<file path="config.mk">
export PLATFORM = sky130hd
export DESIGN_NAME = ubf_top
export DESIGN_NICKNAME = d
export VERILOG_FILES = /design/src/rtl/ubf_pkg.sv /design/src/rtl/ubf_fifo_if.sv /design/src/rtl/ubf_fifo.sv /design/src/rtl/ubf_top.sv
export SDC_FILE = /design/constraint.sdc
export NUM_CORES = 2
export LEC_CHECK = 0
export BUFFER_PORTS_ARGS = -buffer_cell sky130_fd_sc_hd__clkbuf_2
export CAP_MARGIN = 0
export CORE_MARGIN = 4
export CORE_UTILIZATION = 50
export DETAILED_ROUTE_END_ITERATION = 10
export GPL_ROUTABILITY_DRIVEN = 0
export PLACE_DENSITY = 0.65
export SETUP_SLACK_MARGIN = 0.02
export SYNTH_ARGS = -nofsm -noshare
export SYNTH_HDL_FRONTEND = slang
export SYNTH_SLANG_ARGS = --single-unit
export TNS_END_PERCENT = 50
</file>
<file path="constraint.sdc">
create_clock -name CLK_SYS -period 129.7 [get_ports CLK_SYS]
set_input_delay 19.455 -clock CLK_SYS [delete_from_list [all_inputs] [get_ports CLK_SYS]]
set_output_delay 19.455 -clock CLK_SYS [all_outputs]
set_load 0.01 [all_outputs]
</file>
<file path="src/rtl/ubf_pkg.sv">
/*
  Constants shared by the USB parallel FIFO bridge: timing, register map,
  field positions, reset values and modes.
  Assumes a 50 MHz system clock.
*/
package ubf_pkg;

  // ----------------------------------------------------------------
  // Clock rates and times
  // ----------------------------------------------------------------
  localparam int CLK_MHZ  = 50;
  localparam int CORE_MHZ = 12;
  localparam int REC_MHZ  = 48;
  localparam int CLK_NS   = 20;
  localparam int MS_NS    = 1000000;
  localparam int MS_CYC   = MS_NS / CLK_NS;
  localparam int WAKE_MS  = 20;

  // ----------------------------------------------------------------
  // Register offsets (byte addresses)
  // ----------------------------------------------------------------
  localparam logic [7:0] OFS_CTRL   = 8'h00;
  localparam logic [7:0] OFS_NVCFG  = 8'h04;
  localparam logic [7:0] OFS_TMO    = 8'h08;
  localparam logic [7:0] OFS_BAUD   = 8'h0C;
  localparam logic [7:0] OFS_DIR    = 8'h10;
  localparam logic [7:0] OFS_RXPUSH = 8'h14;
  localparam logic [7:0] OFS_TXPOP  = 8'h18;
  localparam logic [7:0] OFS_STATUS = 8'h1C;
  localparam logic [7:0] OFS_CHIPID = 8'h20;
  localparam logic [7:0] OFS_SERRX  = 8'h24;
  localparam logic [7:0] OFS_CRCGEN = 8'h28;

  // ----------------------------------------------------------------
  // Field positions
  // ----------------------------------------------------------------
  localparam int CTRL_CFG  = 2;
  localparam int CTRL_SUSP = 3;
  localparam int NV_HD     = 0;
  localparam int NV_WAKE   = 1;
  localparam int ST_RESUME = 4;
  localparam int CRC_CLR   = 8;

  // ----------------------------------------------------------------
  // Reset values and limits
  // ----------------------------------------------------------------
  localparam logic [7:0]  TMO_DEF    = 8'h10;
  localparam logic [7:0]  TMO_MIN    = 8'h02;
  localparam logic [15:0] BAUD_DEF   = 16'h0001;
  localparam logic        WAKE_DEF   = 1'b1;
  localparam logic [15:0] CRC16_INIT = 16'hFFFF;
  localparam logic [15:0] CRC16_POLY = 16'hA001;
  localparam logic [15:0] CRC16_RES  = 16'hB001;
  localparam logic [4:0]  CRC5_INIT  = 5'h1F;
  localparam logic [4:0]  CRC5_POLY  = 5'h14;
  localparam int          STUFF_RUN  = 6;

  // Port modes
  typedef enum logic [1:0] {
    MODE_FIFO = 2'b00,
    MODE_ABB  = 2'b01,
    MODE_SBB  = 2'b10
  } ubf_mode_t;

endpackage

</file>
<file path="src/rtl/ubf_fifo_if.sv">
/*
  Interface between the bridge core and one byte buffer.
  Assumes the buffer and its user share one clock.
*/
`timescale 1ns/1ps
interface ubf_fifo_if #(parameter int AW = 7) ();
  logic          push;
  logic [7:0]    wdat;
  logic          pop;
  logic          flush;
  logic [7:0]    head;
  logic          empty;
  logic          full;
  logic [AW:0]   level;
  modport fifo (input push, wdat, pop, flush, output head, empty, full, level);
  modport user (output push, wdat, pop, flush, input head, empty, full, level);
endinterface

</file>
<file path="src/rtl/ubf_fifo.sv">
/*
  Byte buffer with push, pop and flush, used for receive and transmit.
  Assumes DEPTH is a power of two and AW matches it.
*/
`timescale 1ns/1ps
module ubf_fifo import ubf_pkg::*; #(
  parameter int DEPTH = 128,
  parameter int AW    = 7
) (
  // Clock and reset
  input  wire logic clk,
  input  wire logic rst_b,
  // Buffer port
  ubf_fifo_if.fifo  f
);

  typedef struct packed {
    logic [DEPTH-1:0][7:0] mem;
    logic [AW-1:0]         rp;
    logic [AW-1:0]         wp;
    logic [AW:0]           cnt;
  } ubf_fifo_st_t;

  ubf_fifo_st_t s_r;
  ubf_fifo_st_t s_nxt;
  logic         do_pop;
  logic         do_push;

  // ----------------------------------------------------------------
  // Status and pointers
  // ----------------------------------------------------------------
  assign f.head  = s_r.mem[s_r.rp];
  assign f.empty = s_r.cnt == '0;
  assign f.full  = s_r.cnt == (AW+1)'(DEPTH);
  assign f.level = s_r.cnt;

  // Next state; a full buffer takes a push only with a pop
  always_comb begin
    s_nxt   = s_r;
    do_pop  = f.pop && !f.empty;
    do_push = f.push && (!f.full || do_pop);
    if (f.flush) begin
      s_nxt.rp  = '0;
      s_nxt.wp  = '0;
      s_nxt.cnt = '0;
    end else begin
      if (do_push) begin
        s_nxt.mem[s_r.wp] = f.wdat;
        s_nxt.wp          = s_r.wp + 1'b1;
      end
      if (do_pop) begin
        s_nxt.rp = s_r.rp + 1'b1;
      end
      if (do_push && !do_pop) begin
        s_nxt.cnt = s_r.cnt + 1'b1;
      end else if (do_pop && !do_push) begin
        s_nxt.cnt = s_r.cnt - 1'b1;
      end
    end
  end

  // State register
  always_ff @(posedge clk or negedge rst_b) begin
    if (!rst_b) begin
      s_r <= '0;
    end else begin
      s_r <= s_nxt;
    end
  end
endmodule

</file>
<file path="src/rtl/ubf_top.sv">
/*
  USB parallel FIFO bridge core: receive and transmit buffers, the parallel
  strobe port, bit-bang modes, receive flush timeout, remote wake-up, serial
  receive path and a classic Wishbone slave standing for the USB protocol side.
  Assumes CLK_SYS at 50 MHz; pins are asynchronous to it.
*/
// Implementation choices: the Wishbone interface to the registers and the placing of the registers.
`timescale 1ns/1ps
// What this block does
// Async bit-bang: data lines become port, buffered bytes paced out by timer.
// Sync bit-bang: pins sampled only when a byte is output.
// Fixed identification number, readable only through the USB side.
// High-drive option in nonvolatile config triples pin drive strength.
// Receive timeout flushes receive buffer; default 16 ms, 2 to 255 ms.
// Suspended with wake-up enabled: receive-available pin becomes input.
// That pin held low 20 ms or more triggers a resume request.
// Engines run from a 12 MHz reference rate.
// A 48 MHz rate derived from it serves recovery and baud timing; here baud pacing counts the 12 MHz enable.
// Recovery loop locks onto NRZI line data, yields clock and data.
// Serial engine unstuffs bits, generates CRC5/CRC16, checks received CRC.
// Control requests and vendor commands set the port parameters.
// Host data enters 128-byte receive buffer; one byte leaves per read strobe.
// Write strobe bytes enter 256-byte transmit buffer; host IN requests drain it.
// Reset at power-up and from the active-low reset input.
// Identifiers, options and user data kept in rewritable nonvolatile storage.
// Byte on data lines captured on write strobe falling edge.
// Transmit-space flag high when no write may occur.
// Receive-available low with data; read low drives byte, falling edge fetches.
// Power-enable low once configured, high during suspend.
// Strobes synchronised before edge detection; full buffer blocks writes.
module ubf_top import ubf_pkg::*; #(
  parameter int          MS_CYCLES = MS_CYC,
  parameter int          RX_DEPTH  = 128,
  parameter int          TX_DEPTH  = 256,
  parameter logic [31:0] CHIP_ID   = 32'h5A5A_0001  // Arbitrary value
) (
  // System
  input  wire logic        CLK_SYS,
  input  wire logic        RST_B,
  // Wishbone slave
  input  wire logic        WB_CYC,
  input  wire logic        WB_STB,
  input  wire logic        WB_WE,
  input  wire logic [7:0]  WB_ADR,
  input  wire logic [3:0]  WB_SEL,
  input  wire logic [31:0] WB_DAT_I,
  output logic      [31:0] WB_DAT_O,
  output logic             WB_ACK,
  // Parallel port
  input  wire logic [7:0]  PARALLEL_DATA_BUS_IN,
  output logic      [7:0]  PARALLEL_DATA_BUS_OUT,
  output logic      [7:0]  PARALLEL_DATA_BUS_OE_B,
  input  wire logic        RD_B,
  input  wire logic        WR,
  output logic             TX_SPACE_N,
  input  wire logic        RX_AVAIL_N_IN,
  output logic             RX_AVAIL_N,
  output logic             RX_AVAIL_OE_B,
  // Power and drive
  output logic             POWER_ON_OK_N,
  output logic             HIGH_DRIVE,
  // USB line side
  input  wire logic        USB_RXD,
  output logic             RESUME_REQ
);

  localparam int MSW = $clog2(MS_CYCLES) + 1;
  localparam int RXW = $clog2(RX_DEPTH);
  localparam int TXW = $clog2(TX_DEPTH);

  typedef struct packed {
    logic [2:0]  wr_s;
    logic [2:0]  rd_s;
    logic [1:0]  rxa_s;
    logic [1:0]  rxd_s;
    logic [7:0]  pd_a;
    logic [7:0]  pd_b;
    logic        ack;
    logic [31:0] dat;
    ubf_mode_t   mode;
    logic        configured;
    logic        suspend;
    logic        high_drive;
    logic        wake_en;
    logic [15:0] user;
    logic [7:0]  tmo;
    logic [15:0] baud;
    logic [7:0]  dir;
    logic [7:0]  pd_out;
    logic [MSW-1:0] ms_cnt;
    logic [7:0]  tmo_cnt;
    logic [7:0]  wake_cnt;
    logic        res_flag;
    logic        res_p;
    logic [5:0]  acc12;
    logic [5:0]  acc48;
    logic [15:0] baud_cnt;
    logic [1:0]  ser_ph;
    logic        ser_prev;
    logic        ser_lvl;
    logic [2:0]  ser_ones;
    logic [7:0]  ser_sh;
    logic [2:0]  ser_bits;
    logic [7:0]  ser_byte;
    logic [7:0]  ser_cnt;
    logic [15:0] ser_crc;
    logic [15:0] gen16;
    logic [4:0]  gen5;
  } ubf_top_st_t;

  ubf_top_st_t s_r;
  ubf_top_st_t s_nxt;
  logic [1:0]  rst_sync;
  logic        rst_i;
  logic [31:0] rv;
  logic [31:0] wv;
  logic [31:0] bm;
  logic        acc;
  logic [6:0]  sum12;
  logic [6:0]  sum48;
  logic        t12;
  logic        t48;
  logic        tms;
  logic        bbt;
  logic        sbit;
  logic        wake_act;
  logic [15:0] c16;
  logic [4:0]  c5;
  logic [7:0]  pd_oe;

  ubf_fifo_if #(.AW(RXW)) rx_if ();
  ubf_fifo_if #(.AW(TXW)) tx_if ();

  // ----------------------------------------------------------------
  // CRC steps, reflected
  // ----------------------------------------------------------------
  function automatic logic [15:0] crc16_bit(input logic [15:0] c, input logic b);
    crc16_bit = (c[0] ^ b) ? ((c >> 1) ^ CRC16_POLY) : (c >> 1);
  endfunction

  function automatic logic [4:0] crc5_bit(input logic [4:0] c, input logic b);
    crc5_bit = (c[0] ^ b) ? ((c >> 1) ^ CRC5_POLY) : (c >> 1);
  endfunction

  // ----------------------------------------------------------------
  // Reset release and buffers
  // ----------------------------------------------------------------
  // Power-on or pin reset, released through two flops
  always_ff @(posedge CLK_SYS or negedge RST_B) begin
    if (!RST_B) begin
      rst_sync <= 2'b00;
    end else begin
      rst_sync <= {rst_sync[0], 1'b1};
    end
  end
  assign rst_i = rst_sync[1];

  ubf_fifo #(.DEPTH(RX_DEPTH), .AW(RXW)) u_rx (.clk(CLK_SYS), .rst_b(rst_i), .f(rx_if.fifo));
  ubf_fifo #(.DEPTH(TX_DEPTH), .AW(TXW)) u_tx (.clk(CLK_SYS), .rst_b(rst_i), .f(tx_if.fifo));

  // ----------------------------------------------------------------
  // Pin and bus outputs
  // ----------------------------------------------------------------
  assign wake_act      = s_r.suspend && s_r.wake_en;
  assign pd_oe         = (s_r.mode == MODE_ABB || s_r.mode == MODE_SBB) ? s_r.dir : {8{!s_r.rd_s[1]}};
  assign PARALLEL_DATA_BUS_OE_B = rst_i ? ~pd_oe : 8'hFF;
  assign PARALLEL_DATA_BUS_OUT  = s_r.pd_out;
  assign TX_SPACE_N    = !rst_i || tx_if.full || s_r.mode != MODE_FIFO;
  assign RX_AVAIL_N    = rx_if.empty;
  assign RX_AVAIL_OE_B = !rst_i || wake_act;
  assign POWER_ON_OK_N = !(s_r.configured && !s_r.suspend);
  assign HIGH_DRIVE    = s_r.high_drive;
  assign RESUME_REQ    = s_r.res_p;
  assign WB_ACK        = s_r.ack;
  assign WB_DAT_O      = s_r.dat;
  assign bm = {{8{WB_SEL[3]}}, {8{WB_SEL[2]}}, {8{WB_SEL[1]}}, {8{WB_SEL[0]}}};

  // ----------------------------------------------------------------
  // Next-state logic
  // ----------------------------------------------------------------
  always_comb begin
    s_nxt       = s_r;
    rx_if.push  = 1'b0;
    rx_if.wdat  = WB_DAT_I[7:0];
    rx_if.pop   = 1'b0;
    rx_if.flush = 1'b0;
    tx_if.push  = 1'b0;
    tx_if.wdat  = s_r.pd_b;
    tx_if.pop   = 1'b0;
    tx_if.flush = 1'b0;
    sbit        = 1'b0;
    c16         = s_r.gen16;
    c5          = s_r.gen5;
    bbt         = 1'b0;

    // Two-flop pin synchronisers
    s_nxt.wr_s  = {s_r.wr_s[1:0], WR};
    s_nxt.rd_s  = {s_r.rd_s[1:0], RD_B};
    s_nxt.rxa_s = {s_r.rxa_s[0], RX_AVAIL_N_IN};
    s_nxt.rxd_s = {s_r.rxd_s[0], USB_RXD};
    s_nxt.pd_a  = PARALLEL_DATA_BUS_IN;
    s_nxt.pd_b  = s_r.pd_a;

    // Fractional 12 and 48 MHz enables, millisecond tick
    sum12       = {1'b0, s_r.acc12} + 7'(CORE_MHZ);
    t12         = sum12 >= 7'(CLK_MHZ);
    s_nxt.acc12 = t12 ? 6'(sum12 - 7'(CLK_MHZ)) : sum12[5:0];
    sum48       = {1'b0, s_r.acc48} + 7'(REC_MHZ);
    t48         = sum48 >= 7'(CLK_MHZ);
    s_nxt.acc48 = t48 ? 6'(sum48 - 7'(CLK_MHZ)) : sum48[5:0];
    tms          = s_r.ms_cnt == MSW'(MS_CYCLES - 1);
    s_nxt.ms_cnt = tms ? '0 : s_r.ms_cnt + 1'b1;

    // Bit-bang pacing, period baud+1 core ticks
    if (t12) begin
      if (s_r.baud_cnt >= s_r.baud) begin
        s_nxt.baud_cnt = 16'h0000;
        bbt            = 1'b1;
      end else begin
        s_nxt.baud_cnt = s_r.baud_cnt + 16'h0001;
      end
    end

    // Register readback
    case (WB_ADR)
      OFS_CTRL:   rv = {28'h0000000, s_r.suspend, s_r.configured, s_r.mode};
      OFS_NVCFG:  rv = {s_r.user, 14'h0000, s_r.wake_en, s_r.high_drive};
      OFS_TMO:    rv = {24'h000000, s_r.tmo};
      OFS_BAUD:   rv = {16'h0000, s_r.baud};
      OFS_DIR:    rv = {24'h000000, s_r.dir};
      OFS_RXPUSH: rv = 32'(rx_if.level);
      OFS_TXPOP:  rv = {23'h000000, !tx_if.empty, tx_if.head};
      OFS_STATUS: rv = {16'h0000, s_r.pd_b, 1'b0, wake_act, s_r.ser_crc == CRC16_RES, s_r.res_flag,
                        tx_if.full, tx_if.empty, rx_if.full, rx_if.empty};
      OFS_CHIPID: rv = CHIP_ID;
      OFS_SERRX:  rv = {8'h00, s_r.ser_cnt, 7'h00, s_r.ser_crc == CRC16_RES, s_r.ser_byte};
      OFS_CRCGEN: rv = {11'h000, s_r.gen5, s_r.gen16};
      default:    rv = 32'h0000_0000;
    endcase
    wv = (rv & ~bm) | (WB_DAT_I & bm);

    // Wishbone slave, one access per acknowledge
    acc       = WB_CYC && WB_STB && !s_r.ack;
    s_nxt.ack = acc;
    if (acc) begin
      s_nxt.dat = rv;
      if (WB_WE) begin
        case (WB_ADR)
          OFS_CTRL: begin
            s_nxt.mode       = ubf_mode_t'(wv[1:0]);
            s_nxt.configured = wv[CTRL_CFG];
            s_nxt.suspend    = wv[CTRL_SUSP];
          end
          OFS_NVCFG: begin
            s_nxt.high_drive = wv[NV_HD];
            s_nxt.wake_en    = wv[NV_WAKE];
            s_nxt.user       = wv[31:16];
          end
          OFS_TMO:    s_nxt.tmo  = (wv[7:0] < TMO_MIN) ? TMO_MIN : wv[7:0];
          OFS_BAUD:   s_nxt.baud = wv[15:0];
          OFS_DIR:    s_nxt.dir  = wv[7:0];
          OFS_RXPUSH: rx_if.push = WB_SEL[0];
          OFS_STATUS: s_nxt.res_flag = s_r.res_flag && !(WB_SEL[0] && WB_DAT_I[ST_RESUME]);
          OFS_SERRX:  s_nxt.ser_crc  = CRC16_INIT;
          OFS_CRCGEN: begin
            // Byte update of CRC16 and CRC5, or restart
            for (int i = 0; i < 8; i++) begin
              c16 = crc16_bit(c16, WB_DAT_I[i]);
              c5  = crc5_bit(c5, WB_DAT_I[i]);
            end
            s_nxt.gen16 = WB_DAT_I[CRC_CLR] ? CRC16_INIT : c16;
            s_nxt.gen5  = WB_DAT_I[CRC_CLR] ? CRC5_INIT : c5;
          end
          default: ;
        endcase
      end else if (WB_ADR == OFS_TXPOP) begin
        tx_if.pop = 1'b1;
      end
    end

    // Parallel port by mode
    unique case (s_r.mode)
      MODE_ABB, MODE_SBB: begin
        if (bbt) begin
          s_nxt.user[7:0] = s_r.user[7:0];
          if (!rx_if.empty && (s_r.mode == MODE_ABB || !tx_if.full)) begin
            rx_if.pop    = 1'b1;
            s_nxt.pd_out = rx_if.head;
            tx_if.push   = s_r.mode == MODE_SBB;
          end
        end
      end
      default: begin
        if (s_r.wr_s[2] && !s_r.wr_s[1] && !tx_if.full) begin
          tx_if.push = 1'b1;
        end
        if (s_r.rd_s[2] && !s_r.rd_s[1] && !rx_if.empty) begin
          rx_if.pop    = 1'b1;
          s_nxt.pd_out = rx_if.head;
        end
      end
    endcase

    // Receive flush timeout, restarted by any buffer activity
    if (rx_if.empty || rx_if.pop || rx_if.push) begin
      s_nxt.tmo_cnt = 8'h00;
    end else if (tms) begin
      if (s_r.tmo_cnt + 8'h01 >= s_r.tmo) begin
        rx_if.flush   = 1'b1;
        s_nxt.tmo_cnt = 8'h00;
      end else begin
        s_nxt.tmo_cnt = s_r.tmo_cnt + 8'h01;
      end
    end

    // Remote wake-up: full milliseconds of low input
    s_nxt.res_p = 1'b0;
    if (!wake_act || s_r.rxa_s[1]) begin
      s_nxt.wake_cnt = 8'h00;
    end else if (tms && s_r.wake_cnt <= 8'(WAKE_MS)) begin
      s_nxt.wake_cnt = s_r.wake_cnt + 8'h01;
      if (s_r.wake_cnt == 8'(WAKE_MS)) begin
        s_nxt.res_p    = 1'b1;
        s_nxt.res_flag = 1'b1;
      end
    end

    // Clock recovery, NRZI decode, unstuffing and CRC16 check
    if (t48) begin
      s_nxt.ser_prev = s_r.rxd_s[1];
      s_nxt.ser_ph   = (s_r.rxd_s[1] != s_r.ser_prev) ? 2'h0 : s_r.ser_ph + 2'h1;
      if (s_r.ser_ph == 2'h1) begin
        sbit           = s_r.rxd_s[1] == s_r.ser_lvl;
        s_nxt.ser_lvl  = s_r.rxd_s[1];
        s_nxt.ser_ones = sbit ? s_r.ser_ones + 3'h1 : 3'h0;
        if (!(s_r.ser_ones == 3'(STUFF_RUN) && !sbit)) begin
          s_nxt.ser_sh   = {sbit, s_r.ser_sh[7:1]};
          s_nxt.ser_crc  = crc16_bit(s_r.ser_crc, sbit);
          s_nxt.ser_bits = s_r.ser_bits + 3'h1;
          if (s_r.ser_bits == 3'h7) begin
            s_nxt.ser_byte = {sbit, s_r.ser_sh[7:1]};
            s_nxt.ser_cnt  = s_r.ser_cnt + 8'h01;
          end
        end
      end
    end
  end

  // State register
  always_ff @(posedge CLK_SYS or negedge rst_i) begin
    if (!rst_i) begin
      s_r          <= '0;
      s_r.rd_s     <= 3'b111;
      s_r.rxa_s    <= 2'b11;
      s_r.tmo      <= TMO_DEF;
      s_r.baud     <= BAUD_DEF;
      s_r.wake_en  <= WAKE_DEF;
      s_r.ser_crc  <= CRC16_INIT;
      s_r.gen16    <= CRC16_INIT;
      s_r.gen5     <= CRC5_INIT;
    end else begin
      s_r <= s_nxt;
    end
  end

  // ----------------------------------------------------------------
  // Checks
  // ----------------------------------------------------------------
  localparam int WAKE_CYC = WAKE_MS * MS_CYCLES;
  logic [31:0] low_cyc;

  // Cycles the wake input has been low while armed
  always_ff @(posedge CLK_SYS or negedge rst_i) begin
    if (!rst_i) begin
      low_cyc <= 32'h0000_0000;
    end else begin
      low_cyc <= (wake_act && !s_r.rxa_s[1]) ? low_cyc + 32'h0000_0001 : 32'h0000_0000;
    end
  end
endmodule

</file>
* Yosys cells after proc, flatten, opt, wreduce, memory -nomap -nowiden *
Index checks and enable logic that the tools add are counted.

storage, ports and cells
  output and inout bits = 55
  word-level logic and storage cells = 694
  bits of input ports = 61
  flip-flop bits (word level) = 3376

cells by class
  equality and inequality tests = 25
  reduce and logical (&&, ||, !) cells = 73
  $add $sub $neg = 20
  bitwise logic cells = 41
  multiplexer cells = 94
  order comparisons = 12

operators by type and width
  kind                 count
  $bwmux 2048          1
  $bwmux 1024          1
  $pmux 32 s11         1
  $mux 16              16
  $mux 8               22
  $mux 40              2
  $mux 37              2
  $and 32x32->32       2
  $bmux 8 s8           1
  $demux 8 s8          1
  $bmux 8 s7           1
  $demux 8 s7          1
  $add 8x1->8 const B  6
  $mux 5               9
  $eq 8x5->1 const B   5
  $not 32->32          1
  $or 32x32->32        1
  $not 2->3            9
  $eq 8x6->1 const B   3
  $reduce_and 3->1     8
  $logic_and 1x1->1    23
  $mux 1               22
  $mux 22              1
  $mux 21              1
  other kinds (52)     125

* Logic depth before layout (Yosys ltp) *
  depth after elaboration = 23
  mapped depth = 27
  gate-level depth less buffers = 24

* By module *
A second synthesis with hierarchy kept.

second synthesis, totals
  cell total of the unflattened synthesis = 10652
  area, all modules = 156157.3 um^2

modules (own cells, without submodules)
  module            seq. area each (um^2)  area each (um^2)  instances  cells an instance
  ubf_fifo at u_tx  51874.8                94689.6           1          6159
  ubf_fifo at u_rx  26175.1                48444.0           1          3213
  ubf_top           6412.4                 13023.7           1          1280

* Least setup slack after synthesis *
OpenSTA, ideal clock, no wires.

  kind = reg-to-output
  from = register rst_sync[1]
  to = output port PARALLEL_DATA_BUS_OE_B[0]
  data required time = 110.245 ns
  setup slack = 35.005 ns
  cell stages (with the launch flop) = 3
  buffers on the path = 1
  arrival time = 75.240 ns
  path through = dfrtp_1 > clkbuf_1 > o21ai_0

on the way
  word-level cells in the longest chain between the ends = 1

RTL lines
  item                    line            RTL
  from (decl)             ubf_top.sv:113  logic [1:0] rst_sync;
  from (signal assigned)  ubf_top.sv:153  rst_sync <= {rst_sync[0], 1'b1};
  $mux 8                  ubf_top.sv:166  assign PARALLEL_DATA_BUS_OE_B = rst_i ? ~pd_oe : 8'hFF;
  to (decl)               ubf_top.sv:52   output logic [7:0] PARALLEL_DATA_BUS_OE_B,

Every way passes these cells.

* Worst setup path after layout *
  from = input port WB_CYC
  to = register u_tx.s_r[1590] in the netlist's numbering

on the way
  word-level cells in the longest chain between the ends = 6

RTL lines
  item                             line            RTL
  from (decl)                      ubf_top.sv:41   input wire logic WB_CYC,
  $logic_and 1x1->1 (2 in series)  ubf_top.sv:243  acc = WB_CYC && WB_STB && !s_r.ack;
  $mux 1                           ubf_top.sv:245  if (acc) begin
  $logic_and 1x1->1                ubf_fifo.sv:40  do_pop = f.pop && !f.empty;
  $logic_or 1x1->1                 ubf_fifo.sv:41  do_push = f.push && (!f.full || do_pop);
  $logic_and 1x1->1                ubf_fifo.sv:41
  to (signal assigned)             ubf_fifo.sv:67  s_r <= s_nxt;
  to (decl)                        ubf_fifo.sv:24  ubf_fifo_st_t s_r;

Every way passes these cells.
A chain may end at the register's enable or synchronous reset.

==> results.md <==
* Status: finished, final reports clean
* Syn Area/Cell at ~14 µm²
* Drt via density at 6.677
* Synth Warn # at 0
* Chip width at 575.0 µm
* Final WL at just over 500000 µm
* CTS root buffer: clkbuf_16
* Total power at ~2.5 mW
* # DRC at 0
* Initial Util at 0.5037
* TNS Setup at 0 ns
* HP Class: reg -> async
* RSZ-0062 raised after global routing: false
* Mapped cell area at 160700 µm²
* VDD IR max at ~0.000017 V
* Busiest grt layer: met2
* CTS Buffer Depth at 4
* Post-synth top flop: dfrtp_1
* Top cell type's share of synthesized area at 0.5181
* # rows at 207
* Vias at 103600
* Port Buffers at ~120
* TritonCTS Buffers at 360
* Starting DRT DRC Count at 10490
* Fin Clk Skew at between 0.08 and 0.09 ns
* Hpwl dp at 316500 µm
* CP Capture Type: register
* Layout Nets at 11050
* Ports at 116
* Crit path kind: in -> reg
* Cell variety after synth at 94
* Antenna-violating nets left at 0
* Setup bufs post-CTS at 0
* H-tree levels at 5
* Arr. time, crit path at 25.37 ns
* Pwr dens at 14.40 nW/µm²
* Total track usage at 0.3008
* Initial antenna violation count at 31
* Yosys reg bits at approximately 3400
* Syn Inst Count at 11200
* WL/cell at 32.50 µm
* Vias in the first global route at around 110k
* GR Util met1 at 0.4037
* Final-report max-slew violation count at 0
* Top post-synthesis cells by area: dfrtp_1 (52%), mux2_2 (18%), mux4_2 (10%), mux2i_1 (2.0%), o31ai_1 (1.8%)
* Seq/Total Area, Yosys at 0.5255
* Synth area leader: dfrtp_1
* Synthesized netlist net count at between 10000 and 15000
* CP startpoint kind: input pin
* Die ar. at 330600 µm²
* Endpoints failing setup at 0
* WP data required at 130.47 ns
* Clk_lat worst skew at 0.96 ns
* Hold_buf cts at 0
* Core area at 319100 µm²
* TritonCTS clock tree: done
* Grt ovf at 0
* Die height at 575.0 µm
* Area grow syn2layout at 9.454%
* Slew margin rel. at 0.05308
* Fin. Hold Viols at 0
* Tcrit/Tclk final at 0.1897
* Post-synth EDFFs at 0
* Leakage at 81.22 nW
* Largest net degree at the start of global routing at ~200
* Met3 GRT Util at 0.07289
* M2 GR Usage at 0.4568
* CP max FO at 124
* Clk sinks at 3373
* # resized after CTS at 0
* Drt pass-1 iters at 8
* Worst-margin pin slew at 1.419 ns
* Fmax at 0.04065 GHz
* First-pass GRT wire length at 744100 µm
* Max_cap viols at 0
* Fraction of final layout cells sized beyond drive strength 1 at 0.4204
* Clk slew on worst S/H paths at approximately 0.060 ns
* Final min period at 24.60 ns
* Async S/R FF share, synth at 1.000
## report_power, final
| group | internal, mW | switching, mW |
|---|---|---|
| combinational | 0.106 | 0.257 |
| sequential | 1.09 | 0.0454 |
| clock | 0.599 | 0.432 |
## stage by stage
stage / setup slack [ns] / utilization / hold WS (ns) / std cells / area, µm²
final: 105.10 / 0.5513 / 0.3185 / 15520 / 175900
after global routing: 105.01 / 0.5511 / 0.3562 / 15480 / 175800
after CTS: 105.48 / 0.5510 / 0.3417 / 15480 / 175800
after detailed placement: 104.50 / 0.5144 / 0.3355 / 14840 / 164200
after global placement: 104.40 / 0.5144 / 0.3326 / 14840 / 164200
after floorplan: 28.78 / - / 0.3312 / 11200 / 160700
## cells in the final DEF, fill, tap and decap left out, types with 157 or more instances in the layout
cell type	Yosys	layout
o21ai_0	501	500
buf_4	85	256
mux2i_1	322	322
clkbuf_16	0	368
o31ai_1	378	378
mux4_2	718	718
dfrtp_1	3328	3308
nor2_1	168	157
nand2_1	435	417
mux2_2	2630	2630
## kinds of logic (layout without fill, tap and decap cells)
| logic type | after synthesis | after routing | share of synthesized area |
|---|---|---|---|
| AO/OA/AOI/OAI | 1464 | 1464 | 0.05923 |
| buffers and inverters | 1091 | 1088 | 0.03270 |
| other | 1 | 37 | 0.00002333 |
| AND/OR/NAND/NOR | 1284 | 1284 | 0.05676 |
| flip-flops | 3373 | 3373 | 0.5255 |
| multiplexers | 3790 | 3790 | 0.3134 |
| adder cells (fa/ha/maj) | 71 | 71 | 0.005620 |
| XOR/XNOR | 124 | 124 | 0.006757 |
## synth_stat cells (all sizes together) (135+ instances only)
master     n
a21oi    135
buf      410
clkbuf   611
dfrtp   3328
mux2    2749
mux2i    322
mux4     719
nand2    436
nand4    154
nor2     172
nor4     146
o21ai    503
o31ai    378
## worst max-delay path, stage by stage
cell and delay [ns]:
clkbuf_2 0.08, nand2_1 0.05, or2_2 0.71, nor3_4 0.18, a21oi_1 0.24, nor2_1 0.10, a31oi_4 0.21, buf_4 0.78
inv_8 0.47, nand2_8 0.78, buf_4 0.84, buf_4 0.89, o31ai_1 0.20
## per-layer routing
layer / vias up / part of all wire
li1: 41640 / -
met1: 55410 / 0.40
met2: 5119 / 0.46
met3: 1406 / 0.089
met4: 12 / 0.059
met5: - / 0.00018
## flip-flops by register name (all words and copies together) (netlist names)
name,flops
s_nxt,14
u_rx.f.level,8
u_tx.f.level,9
WB_ACK,1
u_tx.s_r,2064
rst_sync,2
RESUME_REQ,1
HIGH_DRIVE,1
PARALLEL_DATA_BUS_OUT,8
tx_if.wdat,8
WB_DAT_O,32
s_r,187
u_rx.s_r,1038
## area by class of cell
type,count,area [µm²]
fillers,25560,143200
flip-flops and latches,3373,84530
multi-input cells,6734,71300
clock buffers,541,10560
well taps,4284,5360
repair buffers,375,2698
clock inverters,103,1121
inverters,69,269.0
diodes,36,90.09
## worst paths after layout
path / start / end / slack, ns / depth (start not counted)
worst max-delay path: WB_CYC / u_tx.s_r[1590] / 105.10 / 13
worst min-delay path: rst_sync[1] / u_tx.s_r[1016] / 0.32 / 0
worst max register to register: u_tx.s_r[17] / s_r[166] / 121.35 / 14
worst min register to register: rst_sync[1] / u_tx.s_r[1016] / 0.32 / 0
max in group asynchronous: RST_B / rst_sync[1] / 111.22 / 1
min in group CLK_SYS: s_nxt[231] / tx_if.wdat[2] / 0.35 / 0
Note: power is estimated with default switching activity, not from simulation.
